### config.mk
export PLATFORM = sky130hd
export DESIGN_NAME = usb_hub_event_timer
export DESIGN_NICKNAME = d
export VERILOG_FILES = /design/src/pkg/usb_hub_event_timer_pkg.sv /design/src/core/ds_port_timer.sv /design/src/core/usb_hub_event_timer.sv
export VERILOG_INCLUDE_DIRS = /design/src /design/src/pkg
export SDC_FILE = /design/constraint.sdc
export NUM_CORES = 1
export LEC_CHECK = 0
export BUFFER_PORTS_ARGS = -buffer_cell sky130_fd_sc_hd__buf_2
export CAP_MARGIN = 20
export CORE_UTILIZATION = 47
export CTS_BUF_LIST = sky130_fd_sc_hd__clkbuf_2
export CTS_CLUSTER_DIAMETER = 30
export DETAILED_ROUTE_END_ITERATION = 6
export PLACE_DENSITY = 0.75
export SETUP_SLACK_MARGIN = 0.1
export SYNTH_ARGS = -nofsm -noshare
export SYNTH_HDL_FRONTEND = slang
export SYNTH_SLANG_ARGS = --single-unit
export TNS_END_PERCENT = 50
### constraint.sdc
create_clock -name clk -period 6.4 [get_ports clk]
set_clock_uncertainty 0.15 [all_clocks]
set_input_delay 1.28 -clock clk [delete_from_list [all_inputs] [get_ports clk]]
set_output_delay 1.28 -clock clk [all_outputs]
set_load 0.005 [all_outputs]
### src/pkg/usb_hub_event_timer_defs.svh
// timing constants and field widths for the hub event timer
`ifndef USB_HUB_EVENT_TIMER_DEFS_SVH
`define USB_HUB_EVENT_TIMER_DEFS_SVH

`define NUM_PORTS 4
`define CLK_MHZ 250
`define US_CYC `CLK_MHZ
`define TK_W 15
`define CYC_W 10
`define GAP_W 8

// short line filters, counted in clock cycles
`define T_FILT_NS 2500
`define FILT_CYC ((`T_FILT_NS * `CLK_MHZ + 999) / 1000)
`define T_DDIS_NS 2000
`define DDIS_CYC ((`T_DDIS_NS * `CLK_MHZ + 999) / 1000)

// long intervals, counted in microsecond ticks
`define T_DRSMDN_MS 20
`define DRSMDN_TK (`T_DRSMDN_MS * 1000 + 1)
`define T_DRST_MS 15
`define DRST_TK (`T_DRST_MS * 1000)
`define T_DCHBIT_US 50
`define DCHBIT_TK `T_DCHBIT_US
`define T_DCHSTOP_US 350
`define DCHSTOP_TK `T_DCHSTOP_US
`define T_WTRSM_MS 5
`define WTRSM_TK (`T_WTRSM_MS * 1000 + 1)
`define T_DRSMUP_MS 10
`define DRSMUP_TK (`T_DRSMUP_MS * 1000)
`define T_WTREV_US 3000
`define WTREV_TK (`T_WTREV_US + 1)
`define T_WTRSTHS_US 500
`define WTRSTHS_TK `T_WTRSTHS_US
`define T_UCH_US 2000
`define UCH_TK `T_UCH_US
`define T_WTFS_US 1500
`define WTFS_TK (`T_WTFS_US + 1)
`define HS_CHIRPS 6

// packet spacing in bit times, converted to clock cycles
`define HS_MBPS 480
`define FS_MBPS 12
`define GAP_HS_SD_BITS 88
`define GAP_HS_OD_BITS 8
`define GAP_FS_BITS 2
`define RSP_HS_BITS 192
`define RSP_FS_TENTHS 65
`define GAP_HS_SD_CYC ((`GAP_HS_SD_BITS * `CLK_MHZ + `HS_MBPS - 1) / `HS_MBPS)
`define GAP_HS_OD_CYC ((`GAP_HS_OD_BITS * `CLK_MHZ + `HS_MBPS - 1) / `HS_MBPS)
`define GAP_FS_CYC ((`GAP_FS_BITS * `CLK_MHZ + `FS_MBPS - 1) / `FS_MBPS)
`define RSP_HS_CYC ((`RSP_HS_BITS * `CLK_MHZ) / `HS_MBPS)
`define RSP_FS_CYC ((`RSP_FS_TENTHS * `CLK_MHZ) / (`FS_MBPS * 10))

`endif

### src/pkg/usb_hub_event_timer_pkg.sv
// types shared by the hub event timer modules
`include "usb_hub_event_timer_defs.svh"

package usb_hub_event_timer_pkg;

	typedef logic [`TK_W-1:0] tk_t;
	typedef logic [`CYC_W-1:0] cyc_t;
	typedef logic [`GAP_W-1:0] gap_t;

	typedef enum logic [1:0] {
		LS_SE0 = 2'b00,
		LS_J = 2'b01,
		LS_K = 2'b10,
		LS_SE1 = 2'b11
	} line_t;

	typedef enum logic [1:0] {
		DS_IDLE = 2'b00,
		DS_RESET = 2'b01,
		DS_RESUME = 2'b10
	} ds_state_t;

	typedef enum logic [2:0] {
		US_FS = 3'b000,
		US_CHIRP = 3'b001,
		US_WAITHS = 3'b010,
		US_HS = 3'b011,
		US_REVWAIT = 3'b100,
		US_RESUME = 3'b101
	} us_state_t;

endpackage : usb_hub_event_timer_pkg

### src/core/ds_port_timer.sv
// downstream port timing: connect, disconnect, reset with chirps, resume
`include "usb_hub_event_timer_defs.svh"

module ds_port_timer
	import usb_hub_event_timer_pkg::*;
(
	input wire logic clk,
	input wire logic nrst,
	input wire logic tick,
	input wire logic [1:0] line,
	input wire logic reset_req,
	input wire logic resume_req,
	output logic connected,
	output logic connect_evt,
	output logic disconnect_evt,
	output logic resume_det,
	output logic drive_en,
	output logic [1:0] drive_line,
	output logic reset_busy
);

	typedef struct packed {
		ds_state_t state;
		tk_t tk;
		tk_t bit_tk;
		logic chirping;
		logic chirp_k;
		logic chirp_done;
		logic dev_k;
		logic [1:0] prev_line;
		cyc_t stab;
		logic connected;
		logic connect_evt;
		logic disconnect_evt;
		logic resume_det;
		logic drive_en;
		logic [1:0] drive_line;
	} ds_reg_t;

	ds_reg_t r_reg;
	ds_reg_t r_next;
	logic hit_dis;
	logic hit_flt;

	always_comb
	begin
		r_next = r_reg;
		r_next.connect_evt = 1'b0;
		r_next.disconnect_evt = 1'b0;
		r_next.resume_det = 1'b0;
		r_next.prev_line = line;
		// stable-line counter, restarts on any change
		if (line != r_reg.prev_line)
			r_next.stab = '0;
		else if (r_reg.stab != cyc_t'(`FILT_CYC))
			r_next.stab = r_reg.stab + cyc_t'(1);
		hit_dis = (r_next.stab == cyc_t'(`DDIS_CYC))
			&& (r_reg.stab != cyc_t'(`DDIS_CYC));
		hit_flt = (r_next.stab == cyc_t'(`FILT_CYC))
			&& (r_reg.stab != cyc_t'(`FILT_CYC));
		if (tick && (r_reg.tk != '1))
			r_next.tk = r_reg.tk + tk_t'(1);
		case (r_reg.state)
			DS_IDLE:
			begin
				r_next.drive_en = 1'b0;
				if (!r_reg.connected && hit_flt && (line != LS_SE0))
				begin
					r_next.connected = 1'b1;
					r_next.connect_evt = 1'b1;
				end
				if (r_reg.connected && hit_dis && (line == LS_SE0))
				begin
					r_next.connected = 1'b0;
					r_next.disconnect_evt = 1'b1;
				end
				if (r_reg.connected && hit_flt && (line == LS_K))
					r_next.resume_det = 1'b1;
				if (reset_req)
				begin
					r_next.state = DS_RESET;
					r_next.tk = '0;
					r_next.drive_en = 1'b1;
					r_next.drive_line = LS_SE0;
					r_next.chirping = 1'b0;
					r_next.chirp_done = 1'b0;
					r_next.dev_k = 1'b0;
				end
				else if (resume_req && r_reg.connected)
				begin
					r_next.state = DS_RESUME;
					r_next.tk = '0;
					r_next.drive_en = 1'b1;
					r_next.drive_line = LS_K;
				end
			end
			DS_RESET:
			begin
				if (hit_flt && (line == LS_K) && !r_reg.chirping)
					r_next.dev_k = 1'b1;
				// hub chirps start as soon as the device K ends
				if (r_reg.dev_k && !r_reg.chirping && !r_reg.chirp_done
					&& (line != LS_K))
				begin
					r_next.chirping = 1'b1;
					r_next.chirp_k = 1'b1;
					r_next.bit_tk = '0;
					r_next.drive_line = LS_K;
				end
				if (r_reg.chirping && tick)
				begin
					r_next.bit_tk = r_reg.bit_tk + tk_t'(1);
					if (r_reg.bit_tk == tk_t'(`DCHBIT_TK - 1))
					begin
						r_next.bit_tk = '0;
						if ((tk_t'(`DRST_TK) - r_reg.tk)
							<= tk_t'(`DCHSTOP_TK))
						begin
							r_next.chirping = 1'b0;
							r_next.chirp_done = 1'b1;
							r_next.drive_line = LS_SE0;
						end
						else
						begin
							r_next.chirp_k = !r_reg.chirp_k;
							r_next.drive_line = r_reg.chirp_k ? LS_J : LS_K;
						end
					end
				end
				if (r_reg.tk >= tk_t'(`DRST_TK))
				begin
					r_next.state = DS_IDLE;
					r_next.drive_en = 1'b0;
					r_next.drive_line = LS_SE0;
					r_next.chirping = 1'b0;
					// restart filter: a gone device leaves SE0 behind
					r_next.stab = '0;
				end
			end
			DS_RESUME:
			begin
				if (r_reg.tk >= tk_t'(`DRSMDN_TK))
				begin
					r_next.state = DS_IDLE;
					r_next.drive_en = 1'b0;
					r_next.drive_line = LS_SE0;
					r_next.stab = '0;
				end
			end
			default:
			begin
				r_next.state = DS_IDLE;
				r_next.drive_en = 1'b0;
			end
		endcase
	end

	always_ff @(posedge clk or negedge nrst)
	begin
		if (!nrst)
			r_reg <= '0;
		else
			r_reg <= r_next;
	end

	assign connected = r_reg.connected;
	assign connect_evt = r_reg.connect_evt;
	assign disconnect_evt = r_reg.disconnect_evt;
	assign resume_det = r_reg.resume_det;
	assign drive_en = r_reg.drive_en;
	assign drive_line = r_reg.drive_line;
	assign reset_busy = (r_reg.state == DS_RESET);

endmodule : ds_port_timer

### src/core/usb_hub_event_timer.sv
// hub event timer: upstream reset/chirp/resume control and downstream ports
//
// Behaviour
// - downstream connect seen after 2.5 us, well within 2000/12000 us
// - downstream disconnect recognised after 2.0 to 2.5 us of SE0
// - controlling hub drives downstream resume for at least 20 ms
// - downstream resume is rebroadcast upstream within 1.0 ms
// - port reset request drives reset for 10 to 20 ms
// - upstream K becomes long K after 2.5 us, within 100 us
// - upstream long SE0 detected between 2.5 us and 10000 us
// - high-speed packet gaps: 88 bits same direction, 8 opposite
// - high-speed response starts within 192 bit times
// - chirp J or K valid only after 2.5 us continuous
// - hub chirp K starts within 100 us of device chirp end
// - each downstream chirp J or K lasts 40 to 60 us
// - downstream chirps end 100 to 500 us before reset end
// - D+ pull-up asserted within 100 ms of power good
// - remote wakeup only after 5 ms of idle bus
// - upstream resume driven for 1 to 15 ms
// - non high-speed device detects upstream reset in 2.5 to 10000 us
// - full-speed gap at least 2 bits, response within 6.5 bits
// - handshake starts after at least 2.5 us continuous upstream SE0
// - high-speed hub reverts 3.0 to 3.125 ms after SE0 start
// - upstream chirp K lasts 2.0 ms, ends within 7.0 ms
// - high speed within 500 us, else full speed 1.0-2.5 ms later
`include "usb_hub_event_timer_defs.svh"

module usb_hub_event_timer
	import usb_hub_event_timer_pkg::*;
#(
	parameter int unsigned TICK_CYC = `US_CYC
)
(
	input wire logic clk,
	input wire logic nrst,
	input wire logic power_good,
	input wire logic hs_capable,
	input wire logic [1:0] us_line,
	input wire logic wake_req,
	input wire logic pkt_end,
	input wire logic pkt_dir,
	input wire logic rsp_expected,
	input wire logic tx_req,
	input wire logic tx_dir,
	input wire logic [`NUM_PORTS-1:0][1:0] ds_line,
	input wire logic [`NUM_PORTS-1:0] ds_reset_req,
	input wire logic [`NUM_PORTS-1:0] ds_resume_req,
	output logic attach_pullup,
	output logic us_drive_en,
	output logic [1:0] us_drive_line,
	output logic hs_mode,
	output logic long_k_det,
	output logic long_se0_det,
	output logic bus_reset_det,
	output logic wake_busy,
	output logic tx_go,
	output logic rsp_late,
	output logic [`NUM_PORTS-1:0] ds_connected,
	output logic [`NUM_PORTS-1:0] ds_connect_evt,
	output logic [`NUM_PORTS-1:0] ds_disconnect_evt,
	output logic [`NUM_PORTS-1:0] ds_resume_det,
	output logic [`NUM_PORTS-1:0] ds_drive_en,
	output logic [`NUM_PORTS-1:0][1:0] ds_drive_line,
	output logic [`NUM_PORTS-1:0] ds_reset_busy
);

	localparam gap_t TICK_LAST = gap_t'(TICK_CYC - 1);

	typedef struct packed {
		us_state_t state;
		gap_t tick_cnt;
		logic tick;
		tk_t tk;
		tk_t se0_tk;
		tk_t idle_tk;
		logic [1:0] prev_line;
		cyc_t stab;
		logic chirp_exp_k;
		logic [2:0] chirp_cnt;
		logic hs;
		logic attach;
		logic drive_en;
		logic [1:0] drive_line;
		logic long_k;
		logic long_se0;
		logic bus_reset;
		logic rsm_ds;
		gap_t gap;
		logic last_dir;
		logic rsp_pend;
		logic rsp_late;
	} us_reg_t;

	us_reg_t r_reg;
	us_reg_t r_next;
	logic hit_flt;
	logic chirp_ok;
	logic link_free;
	gap_t gap_need;
	gap_t rsp_lim;
	logic [`NUM_PORTS-1:0] port_resume;

	// gap rules pick the spacing from speed and direction
	always_comb
	begin
		if (r_reg.hs)
		begin
			gap_need = (tx_dir == r_reg.last_dir) ?
				gap_t'(`GAP_HS_SD_CYC) : gap_t'(`GAP_HS_OD_CYC);
			rsp_lim = gap_t'(`RSP_HS_CYC);
		end
		else
		begin
			gap_need = gap_t'(`GAP_FS_CYC);
			rsp_lim = gap_t'(`RSP_FS_CYC);
		end
		link_free = !r_reg.drive_en
			&& ((r_reg.state == US_FS) || (r_reg.state == US_HS));
		tx_go = tx_req && link_free && (r_reg.gap >= gap_need);
	end

	always_comb
	begin
		r_next = r_reg;
		r_next.long_k = 1'b0;
		r_next.long_se0 = 1'b0;
		r_next.bus_reset = 1'b0;
		r_next.rsm_ds = 1'b0;
		r_next.rsp_late = 1'b0;
		// free-running microsecond tick
		r_next.tick = (r_reg.tick_cnt == TICK_LAST);
		r_next.tick_cnt = r_next.tick ? '0 : r_reg.tick_cnt + gap_t'(1);
		r_next.attach = power_good;
		r_next.prev_line = us_line;
		if (us_line != r_reg.prev_line)
			r_next.stab = '0;
		else if (r_reg.stab != cyc_t'(`FILT_CYC))
			r_next.stab = r_reg.stab + cyc_t'(1);
		hit_flt = (r_next.stab == cyc_t'(`FILT_CYC))
			&& (r_reg.stab != cyc_t'(`FILT_CYC));
		if (r_reg.tick && (r_reg.tk != '1))
			r_next.tk = r_reg.tk + tk_t'(1);
		if (us_line != LS_SE0)
			r_next.se0_tk = '0;
		else if (r_reg.tick && (r_reg.se0_tk != '1))
			r_next.se0_tk = r_reg.se0_tk + tk_t'(1);
		if ((us_line != LS_J) || r_reg.drive_en)
			r_next.idle_tk = '0;
		else if (r_reg.tick && (r_reg.idle_tk != tk_t'(`WTRSM_TK)))
			r_next.idle_tk = r_reg.idle_tk + tk_t'(1);
		if (!r_reg.drive_en && hit_flt)
		begin
			r_next.long_k = (us_line == LS_K);
			r_next.long_se0 = (us_line == LS_SE0) && !r_reg.hs;
			r_next.bus_reset = (us_line == LS_SE0) && !r_reg.hs
				&& !hs_capable;
			r_next.rsm_ds = (us_line == LS_K) && (r_reg.state == US_FS);
		end
		chirp_ok = hit_flt
			&& (us_line == (r_reg.chirp_exp_k ? LS_K : LS_J));
		case (r_reg.state)
			US_FS:
			begin
				r_next.hs = 1'b0;
				if (hit_flt && (us_line == LS_SE0) && hs_capable)
				begin
					r_next.state = US_CHIRP;
					r_next.tk = '0;
					r_next.drive_en = 1'b1;
					r_next.drive_line = LS_K;
				end
				else if (|ds_resume_det)
				begin
					r_next.state = US_RESUME;
					r_next.tk = '0;
					r_next.drive_en = 1'b1;
					r_next.drive_line = LS_K;
				end
				else if (wake_req
					&& (r_reg.idle_tk >= tk_t'(`WTRSM_TK)))
				begin
					r_next.state = US_RESUME;
					r_next.tk = '0;
					r_next.drive_en = 1'b1;
					r_next.drive_line = LS_K;
				end
			end
			US_CHIRP:
			begin
				if (r_reg.tk >= tk_t'(`UCH_TK))
				begin
					r_next.state = US_WAITHS;
					r_next.tk = '0;
					r_next.drive_en = 1'b0;
					r_next.drive_line = LS_SE0;
					r_next.chirp_cnt = '0;
					r_next.chirp_exp_k = 1'b1;
				end
			end
			US_WAITHS:
			begin
				if (chirp_ok)
				begin
					r_next.chirp_cnt = r_reg.chirp_cnt + 3'(1);
					r_next.chirp_exp_k = !r_reg.chirp_exp_k;
				end
				if (chirp_ok && (r_reg.chirp_cnt == 3'(`HS_CHIRPS - 1)))
				begin
					r_next.state = US_HS;
					r_next.hs = 1'b1;
				end
				else if (r_reg.tk >= tk_t'(`WTFS_TK))
					r_next.state = US_FS;
			end
			US_HS:
			begin
				r_next.hs = 1'b1;
				if (r_reg.se0_tk >= tk_t'(`WTREV_TK))
				begin
					r_next.state = US_REVWAIT;
					r_next.hs = 1'b0;
					r_next.tk = '0;
				end
			end
			US_REVWAIT:
			begin
				// sample the bus after reverting: SE0 means reset
				if (r_reg.tk >= tk_t'(`WTRSTHS_TK))
				begin
					if (us_line == LS_SE0)
					begin
						r_next.state = US_CHIRP;
						r_next.tk = '0;
						r_next.drive_en = 1'b1;
						r_next.drive_line = LS_K;
					end
					else
						r_next.state = US_FS;
				end
			end
			US_RESUME:
			begin
				if (r_reg.tk >= tk_t'(`DRSMUP_TK))
				begin
					r_next.state = US_FS;
					r_next.drive_en = 1'b0;
					r_next.drive_line = LS_SE0;
				end
			end
			default:
			begin
				r_next.state = US_FS;
				r_next.drive_en = 1'b0;
			end
		endcase
		// inter-packet spacing and response window
		if (pkt_end)
		begin
			r_next.gap = '0;
			r_next.last_dir = pkt_dir;
			r_next.rsp_pend = rsp_expected;
		end
		else
		begin
			if (r_reg.gap != '1)
				r_next.gap = r_reg.gap + gap_t'(1);
			if (tx_go)
				r_next.rsp_pend = 1'b0;
			else if (r_reg.rsp_pend && (r_reg.gap == rsp_lim))
			begin
				r_next.rsp_pend = 1'b0;
				r_next.rsp_late = 1'b1;
			end
		end
	end

	always_ff @(posedge clk or negedge nrst)
	begin
		if (!nrst)
			r_reg <= '0;
		else
			r_reg <= r_next;
	end

	// host resume on upstream is repeated onto every connected port
	assign port_resume = ds_resume_req | {`NUM_PORTS{r_reg.rsm_ds}};

	genvar p;
	generate
		for (p = 0; p < `NUM_PORTS; p++)
		begin : g_port
			ds_port_timer u_port (
				.clk(clk),
				.nrst(nrst),
				.tick(r_reg.tick),
				.line(ds_line[p]),
				.reset_req(ds_reset_req[p]),
				.resume_req(port_resume[p]),
				.connected(ds_connected[p]),
				.connect_evt(ds_connect_evt[p]),
				.disconnect_evt(ds_disconnect_evt[p]),
				.resume_det(ds_resume_det[p]),
				.drive_en(ds_drive_en[p]),
				.drive_line(ds_drive_line[p]),
				.reset_busy(ds_reset_busy[p])
			);
		end
	endgenerate

	assign attach_pullup = r_reg.attach;
	assign us_drive_en = r_reg.drive_en;
	assign us_drive_line = r_reg.drive_line;
	assign hs_mode = r_reg.hs;
	assign long_k_det = r_reg.long_k;
	assign long_se0_det = r_reg.long_se0;
	assign bus_reset_det = r_reg.bus_reset;
	assign wake_busy = (r_reg.state == US_RESUME);
	assign rsp_late = r_reg.rsp_late;

endmodule : usb_hub_event_timer

==> results of run 1 <==
[Yosys cell counts (5+ instances only)]
cell type	count	area share
sky130_fd_sc_hd__dfrtp_1	312	0.41
sky130_fd_sc_hd__nor2_1	296	0.059
sky130_fd_sc_hd__nand2_1	154	0.031
sky130_fd_sc_hd__o21ai_0	132	0.035
sky130_fd_sc_hd__inv_1	99	0.020
sky130_fd_sc_hd__nand3_1	99	0.026
sky130_fd_sc_hd__xnor2_1	85	0.039
sky130_fd_sc_hd__xor2_1	76	0.035
sky130_fd_sc_hd__ha_1	71	0.047
sky130_fd_sc_hd__nor3_1	64	0.017
sky130_fd_sc_hd__clkbuf_1	55	0.011
sky130_fd_sc_hd__a21oi_1	52	0.014
sky130_fd_sc_hd__nand4_1	43	0.014
sky130_fd_sc_hd__and3_1	40	0.013
sky130_fd_sc_hd__buf_4	36	0.014
sky130_fd_sc_hd__nor4_1	32	0.011
sky130_fd_sc_hd__nor2b_1	27	0.0089
sky130_fd_sc_hd__nand2b_1	21	0.0069
sky130_fd_sc_hd__o31ai_1	19	0.0075
sky130_fd_sc_hd__and2_1	18	0.0059
sky130_fd_sc_hd__or3_1	18	0.0059
sky130_fd_sc_hd__mux2i_1	17	0.0090
sky130_fd_sc_hd__nor3b_1	17	0.0067
sky130_fd_sc_hd__a31oi_1	16	0.0053
sky130_fd_sc_hd__and4_1	16	0.0074
sky130_fd_sc_hd__o21a_1	15	0.0059
sky130_fd_sc_hd__nor4b_1	14	0.0065
sky130_fd_sc_hd__o21ai_1	14	0.0037
sky130_fd_sc_hd__o41ai_1	13	0.0060
sky130_fd_sc_hd__buf_2	12	0.0032
sky130_fd_sc_hd__o211ai_1	12	0.0048
sky130_fd_sc_hd__a211oi_1	11	0.0044
sky130_fd_sc_hd__a41oi_1	9	0.0042
sky130_fd_sc_hd__nand3b_1	9	0.0036
sky130_fd_sc_hd__a21o_1	7	0.0028
sky130_fd_sc_hd__nand4b_1	7	0.0032
sky130_fd_sc_hd__o2111ai_1	7	0.0032
sky130_fd_sc_hd__o22ai_1	7	0.0023
sky130_fd_sc_hd__or4_1	7	0.0028
sky130_fd_sc_hd__o21bai_1	6	0.0024
sky130_fd_sc_hd__o31a_1	6	0.0028
sky130_fd_sc_hd__and4b_1	5	0.0026
sky130_fd_sc_hd__or2_2	5	0.0017
[final timing paths]
| check | slack, ns | endpoint | cells past startpoint |
|---|---|---|---|
| setup / recovery | 1.39 | tx_go | 10 |
| hold / removal | 0.13 | attach_pullup | 1 |
| min in group clk | 0.26 | attach_pullup | 1 |
| max in group asynchronous | 4.59 | g_port[2].u_port.r_reg[32] | 2 |
| hold reg to reg | 0.34 | r_reg[89] | 1 |
| setup reg to reg | 3.38 | r_reg[69] | 8 |
[area by class of cell]
type | count | area, um2 | share of cell area
clock inverters | 37 | 184 | 0.00909
repair buffers | 76 | 420 | 0.0208
inverters | 99 | 372 | 0.0184
clock buffers | 119 | 596 | 0.0294
flip-flops and latches | 312 | 7810 | 0.386
diodes | 1 | 2.50 | 0.000124
well taps | 525 | 657 | 0.0325
multi-input cells | 1587 | 10200 | 0.504
[stage by stage]
step	cell area [um2]	setup WS, ns	hold WS (ns)
floorplan	18900	1.91	0.293
global placement	19400	1.52	0.316
detailed placement	19400	1.45	0.325
CTS	20200	1.24	0.0187
global route	20200	0.984	0.0742
finish	20200	1.39	0.129
[report_power, final]
| group | switching [mW] | total [mW] | internal (mW) |
|---|---|---|---|
| clock network | 0.851 | 1.41 | 0.554 |
| registers | 0.105 | 2.16 | 2.06 |
| logic | 0.659 | 1.03 | 0.376 |
| total | 1.62 | 4.60 | 2.98 |
[kinds of logic (layout without fill, tap and decap cells)]
group	count (synthesis)	after routing	synth area share
AND/OR/NAND/NOR	934	934	0.260
AO/OA/AOI/OAI	395	395	0.143
flip-flops	312	312	0.412
buffers and inverters	207	331	0.0497
XOR/XNOR	161	161	0.0745
adder cells (fa/ha/maj)	71	71	0.0469
multiplexers	25	25	0.0139
other	1	2	0.000198
[layer usage]
metal	up-vias	wire length (um)	share of wire
met5	-	0	0
met4	0	1040	0.026
met3	84	1940	0.048
met2	332	19100	0.47
met1	7570	18400	0.45
li1	7643	-	-
==> flow_metrics.py, run 1 <==
metrics = {
    "outcome": {
        "run_status": "completed",
    },
    "clock_network": {
        "clock_sink_count": 312,
        "cts-buffers-inserted": 90,
        "ctsHoldBuffers": 0,
        "clock_tree_from_tritoncts": "yes",
        "cts_max_path_buffers": 3,
        "clock_tree.root_cell": "sky130_fd_sc_hd__clkbuf_2",
        "post_cts.resized_instances": 0,
        "clk-insertion-delay-late_ns": 1.00,
        "clk_pin_slew_worst_paths_ns": 0.09,
        "postCtsSetupRepairBufs": 0,
        "htree_levels": 3,
    },
    "drt": {
        "routedWlPerCell_um": 14.7,
        "detail_route.wirelength_um": 40400,
        "route.detailed.vias_per_inst": 5.67,
        "remaining_drc_errors": 0,
        "drt_pass_1_iters": 6,
        "antenna_violating_nets_post_route": 0,
        "drtIter0Drc": 1169,
        "vias": 15600,
    },
    "floorplanning": {
        "rows": 73,
        "dieWidth_um": 203,
        "core_mm2": 0.0397,
        "ports": 71,
        "design.die.area_mm2": 0.0411,
        "start_util": 0.477,
        "die_height_um": 203,
    },
    "setup_path": {
        "crit_chain": "inv_1, nor2_1, ha_1, nand2b_1, a21o_1, a21o_1, a211o_1, a2111oi_0, nor4_1, buf_2",
        "worst_setup_path_startpoint": "hs_mode",
        "sum_of_buffers_and_inverters_on_the_critical_path": 2,
        "critical_path_at_ns": 3.58,
        "r2r_start": "r_reg[24]",
        "worst-endpoint-required_ns": 4.97,
        "cp_slowest_cell": "sky130_fd_sc_hd__dfrtp_1",
        "path_delay_family": "compound AO/OA/AOI/OAI gates",
        "endpoint_kind": "output port",
        "critPathMostFrequentCell": "sky130_fd_sc_hd__a21o_1",
        "cp-start-kind": "register",
        "crit_path_max_fanout": 7,
        "setup_cp_type": "register to output port",
        "cpPeakStageDelay_ns": 0.46,
    },
    "timing": {
        "drv_slew": 0,
        "slew_headroom": 0.346,
        "timing_worst_slew_pin_value_ns": 0.982,
        "setup_viol": 0,
        "rsz0062_at_grt": "false",
        "final_hold_vios": 0,
        "period_share": 0.782,
        "maxClockFrequency_ghz": 0.200,
        "final_critical_path_time_including_i_o_delays_and_setup_ns": 5.01,
        "fin_tns_setup_ns": 0,
    },
    "logic_synthesis": {
        "number_of_unique_standard_cell_types_used_by_synthesis": 110,
        "yosysWarningCount": 0,
        "synth_edf_count": 0,
        "synthesis.area_per_instance_um2": 8.99,
        "post_synthesis_cell_area_mm2": 0.0189,
        "netlist_instances": 2106,
        "synthFlopType": "sky130_fd_sc_hd__dfrtp_1",
        "number_of_synthesized_register_bits": 312,
        "syn_nets": 2205,
        "postSynth.asyncResetShare": 1.00,
        "synth-seq-area-share": 0.412,
    },
    "layout": {
        "final_common_cell": "sky130_fd_sc_hd__dfrtp_1",
        "design.final.nets": 2265,
        "final-instance-count-excl-fill": 2756,
        "final.fill_count": 3711,
        "final_layout_size_suffix_gt1_frac": 0.120,
        "largest_reg_flops": 192,
        "area_growth_syn_to_layout_pct": 6.81,
        "final_core_util": 0.509,
        "mostFrequentLayoutCells": "sky130_fd_sc_hd__dfrtp_1, sky130_fd_sc_hd__nor2_1, sky130_fd_sc_hd__nand2_1, sky130_fd_sc_hd__o21ai_0, sky130_fd_sc_hd__clkbuf_2",
    },
    "grt": {
        "globalRouteMet2Util": 0.323,
        "grt_use_met3": 0.0448,
        "globalRoute.busiestLayer": "met2",
        "globalRoute.totalOverflow": 0,
        "globalRouteTotalUtil": 0.201,
        "grt_max_degree": 103,
        "global_routing_met1_resource_utilization": 0.262,
        "grt_pass1_wl_um": 69800,
        "first_global_vias": 15100,
        "antenna_found_initial": 1,
    },
    "place": {
        "gp_congestion": 0.892,
        "port_buf_inserts": 69,
        "placed_cells_incl_taps": 2599,
        "hpwl_um": 28100,
    },
    "power": {
        "static-leakage-power_nw": 8.70,
        "power_per_cell_area_mw_per_mm2": 227,
        "total_power_mw": 4.60,
        "ir_drop_mv": 0.182,
    },
    "min_path": {
        "hp-class": "input pin to async pin",
    },
    "run": {
        "maxCapViolations": 0,
    },
}
Power figures use the tool's default switching activity.
==> run 2, diff against run 1 <==
==> constraint.sdc (replaced) <==
create_clock -name clk -period 4.7 [get_ports clk]
set_clock_uncertainty 0.15 [all_clocks]
set_input_delay 0.94 -clock clk [delete_from_list [all_inputs] [get_ports clk]]
set_output_delay 0.94 -clock clk [all_outputs]
set_load 0.005 [all_outputs]
==> flow_metrics.py, run 2 (synthesis results as in run 1) <==
metrics = {
    "outcome": {
        "run_status": "completed",
    },
    "floorplanning": {
        "die_height_um": 203,
        "ports": 71,
        "dieWidth_um": 203,
        "rows": 73,
        "design.die.area_mm2": 0.0411,
        "core_mm2": 0.0397,
        "start_util": 0.477,
    },
    "place": {
        "placed_cells_incl_taps": 2600,
        "hpwl_um": 28500,
        "post-place-ws_ns": 0.469,
        "port_buf_inserts": 69,
        "gp_congestion": 0.913,
    },
    "timing": {
        "period_share": 0.932,
        "final_critical_path_time_including_i_o_delays_and_setup_ns": 4.38,
        "slew_headroom": 0.350,
        "fin_tns_setup_ns": 0,
        "maxClockFrequency_ghz": 0.228,
        "rsz0062_at_grt": "false",
        "drv_slew": 0,
        "post-route-worst-setup-slack_ns": 0.318,
        "setup_viol": 0,
        "timing_worst_slew_pin_value_ns": 0.975,
        "final_hold_vios": 0,
    },
    "grt": {
        "first_global_vias": 15400,
        "globalRouteTotalUtil": 0.204,
        "globalRoute.busiestLayer": "met2",
        "grt_use_met3": 0.0467,
        "grt_max_degree": 94,
        "antenna_found_initial": 2,
        "globalRouteMet2Util": 0.333,
        "global_routing_met1_resource_utilization": 0.262,
        "grt_pass1_wl_um": 71200,
        "globalRoute.totalOverflow": 0,
    },
    "layout": {
        "area_growth_syn_to_layout_pct": 9.38,
        "final_layout_size_suffix_gt1_frac": 0.127,
        "largest_reg_flops": 192,
        "design.final.nets": 2287,
        "final-instance-count-excl-fill": 2783,
        "mostFrequentLayoutCells": "sky130_fd_sc_hd__dfrtp_1, sky130_fd_sc_hd__nor2_1, sky130_fd_sc_hd__nand2_1, sky130_fd_sc_hd__o21ai_0, sky130_fd_sc_hd__clkbuf_2",
        "final_common_cell": "sky130_fd_sc_hd__dfrtp_1",
    },
    "power": {
        "ir_drop_mv": 0.270,
        "total_power_mw": 6.87,
        "static-leakage-power_nw": 8.92,
        "power_per_cell_area_mw_per_mm2": 332,
    },
    "setup_path": {
        "worst_setup_path_startpoint": "r_reg[2]",
        "critPathMostFrequentCell": "sky130_fd_sc_hd__a21o_1",
        "regToRegEndpoint": "r_reg[69]",
        "worst-endpoint-required_ns": 3.61,
        "crit_path_max_fanout": 3,
        "cp-start-kind": "register",
        "critical_path_at_ns": 3.29,
        "timing.critical_path.to": "tx_go",
        "r2r_start": "r_reg[24]",
        "cp_slowest_cell": "sky130_fd_sc_hd__dfrtp_1",
        "setup_cp_type": "register to output port",
        "crit_chain": "xnor2_2, nor2_2, buf_4, ha_1, a21o_1, a21o_1, a211o_1, a2111oi_4, nor4_2, buf_2",
        "rr_worst_depth": 8,
        "cpPeakStageDelay_ns": 0.41,
        "timing.reg2reg.setup_slack_ns": 1.69,
        "endpoint_kind": "output port",
    },
    "drt": {
        "antenna_violating_nets_post_route": 0,
        "remaining_drc_errors": 0,
        "detail_route.wirelength_um": 41000,
        "routedWlPerCell_um": 14.7,
        "vias": 15600,
        "drtIter0Drc": 888,
        "route.detailed.vias_per_inst": 5.61,
        "drt_pass_1_iters": 6,
    },
    "clock_network": {
        "htree_levels": 3,
        "clock_sink_count": 312,
        "cts_max_path_buffers": 3,
        "clk_pin_slew_worst_paths_ns": 0.08,
        "clock_tree.root_cell": "sky130_fd_sc_hd__clkbuf_2",
        "clk-insertion-delay-late_ns": 1.01,
        "cts-buffers-inserted": 94,
        "clock_tree_from_tritoncts": "yes",
    },
    "min_path": {
        "hp-class": "input pin to register",
    },
    "run": {
        "maxCapViolations": 0,
    },
}
-- run 2: cell types whose count changed in the layout (fill, tap and decap cells not counted), sizes merged --
cell	previous run	this run
clkinv	32	25
dlygate4sd3	0	15
clkbuf	119	123
bufinv	1	10
clkinvlp	1	0
buf	76	79
diode	1	6
inv	102	101
-- run 2: worst max-delay path: cells and delay by family, from the launching register on --
kind | cells | cell delay [ns]
buf+inv | 2 | 0.28
simple gates | 2 | 0.16
xor+xnor | 1 | 0.19
flops | 1 | 0.41
compound gates | 4 | 0.97
fa+ha+maj | 1 | 0.28
-- run 2: routing by layer --
metal,wire length (um),share of wire
met1,18700,0.45
met2,19300,0.47
met3,2060,0.050
met4,971,0.024
met5,0,0
-- run 2: worst min path at each step --
stage	start	endpoint	depth (start not counted)
5_1_grt	pkt_end	r_reg[3]	2
3_5_place_dp	g_port[3].u_port.drive_en	g_port[3].u_port.drive_en	1
3_3_place_gp	g_port[2].u_port.drive_en	g_port[2].u_port.drive_en	1
4_1_cts	ds_reset_req[0]	g_port[0].u_port.r_reg[53]	3
2_1_floorplan	r_reg[89]	r_reg[89]	1
6_report	pkt_end	r_reg[9]	2
-- run 2: layout make-up --
type                    count  area [um2]
clock inverters            37         417
well taps                 525         657
diodes                      6        15.0
clock buffers             123         616
inverters                  99         372
flip-flops and latches    312        7810
repair buffers             94         606
fillers                  3638       19000
multi-input cells        1587       10200
-- run 2: power breakdown --
| part | total [mW] | internal (mW) | switching (mW) |
|---|---|---|---|
| Combinational | 1.44 | 0.529 | 0.909 |
| Clock | 2.49 | 1.27 | 1.22 |
| Sequential | 2.95 | 2.80 | 0.146 |
-- run 2: per-stage QoR --
stage / util / hold WS, ns / instance area [um2]
global placement: 0.490 / 0.317 / 19500
CTS: 0.520 / 0.0301 / 20700
finish: 0.521 / 0.146 / 20700
detailed placement: 0.490 / 0.324 / 19500
floorplan: - / 0.293 / 18900
global route: 0.521 / 0.00619 / 20700
-- run 2: what timing repair did --
| item | in CTS | in global routing |
|---|---|---|
| gates resized for setup | 3 | 4 |
| endpoints found under the hold margin | 103 | 0 |
| pin swaps | 1 | 1 |
| setup buffers | 2 | 0 |
| endpoints found under the setup margin | 1 | 1 |
| hold buffers | 15 | 0 |
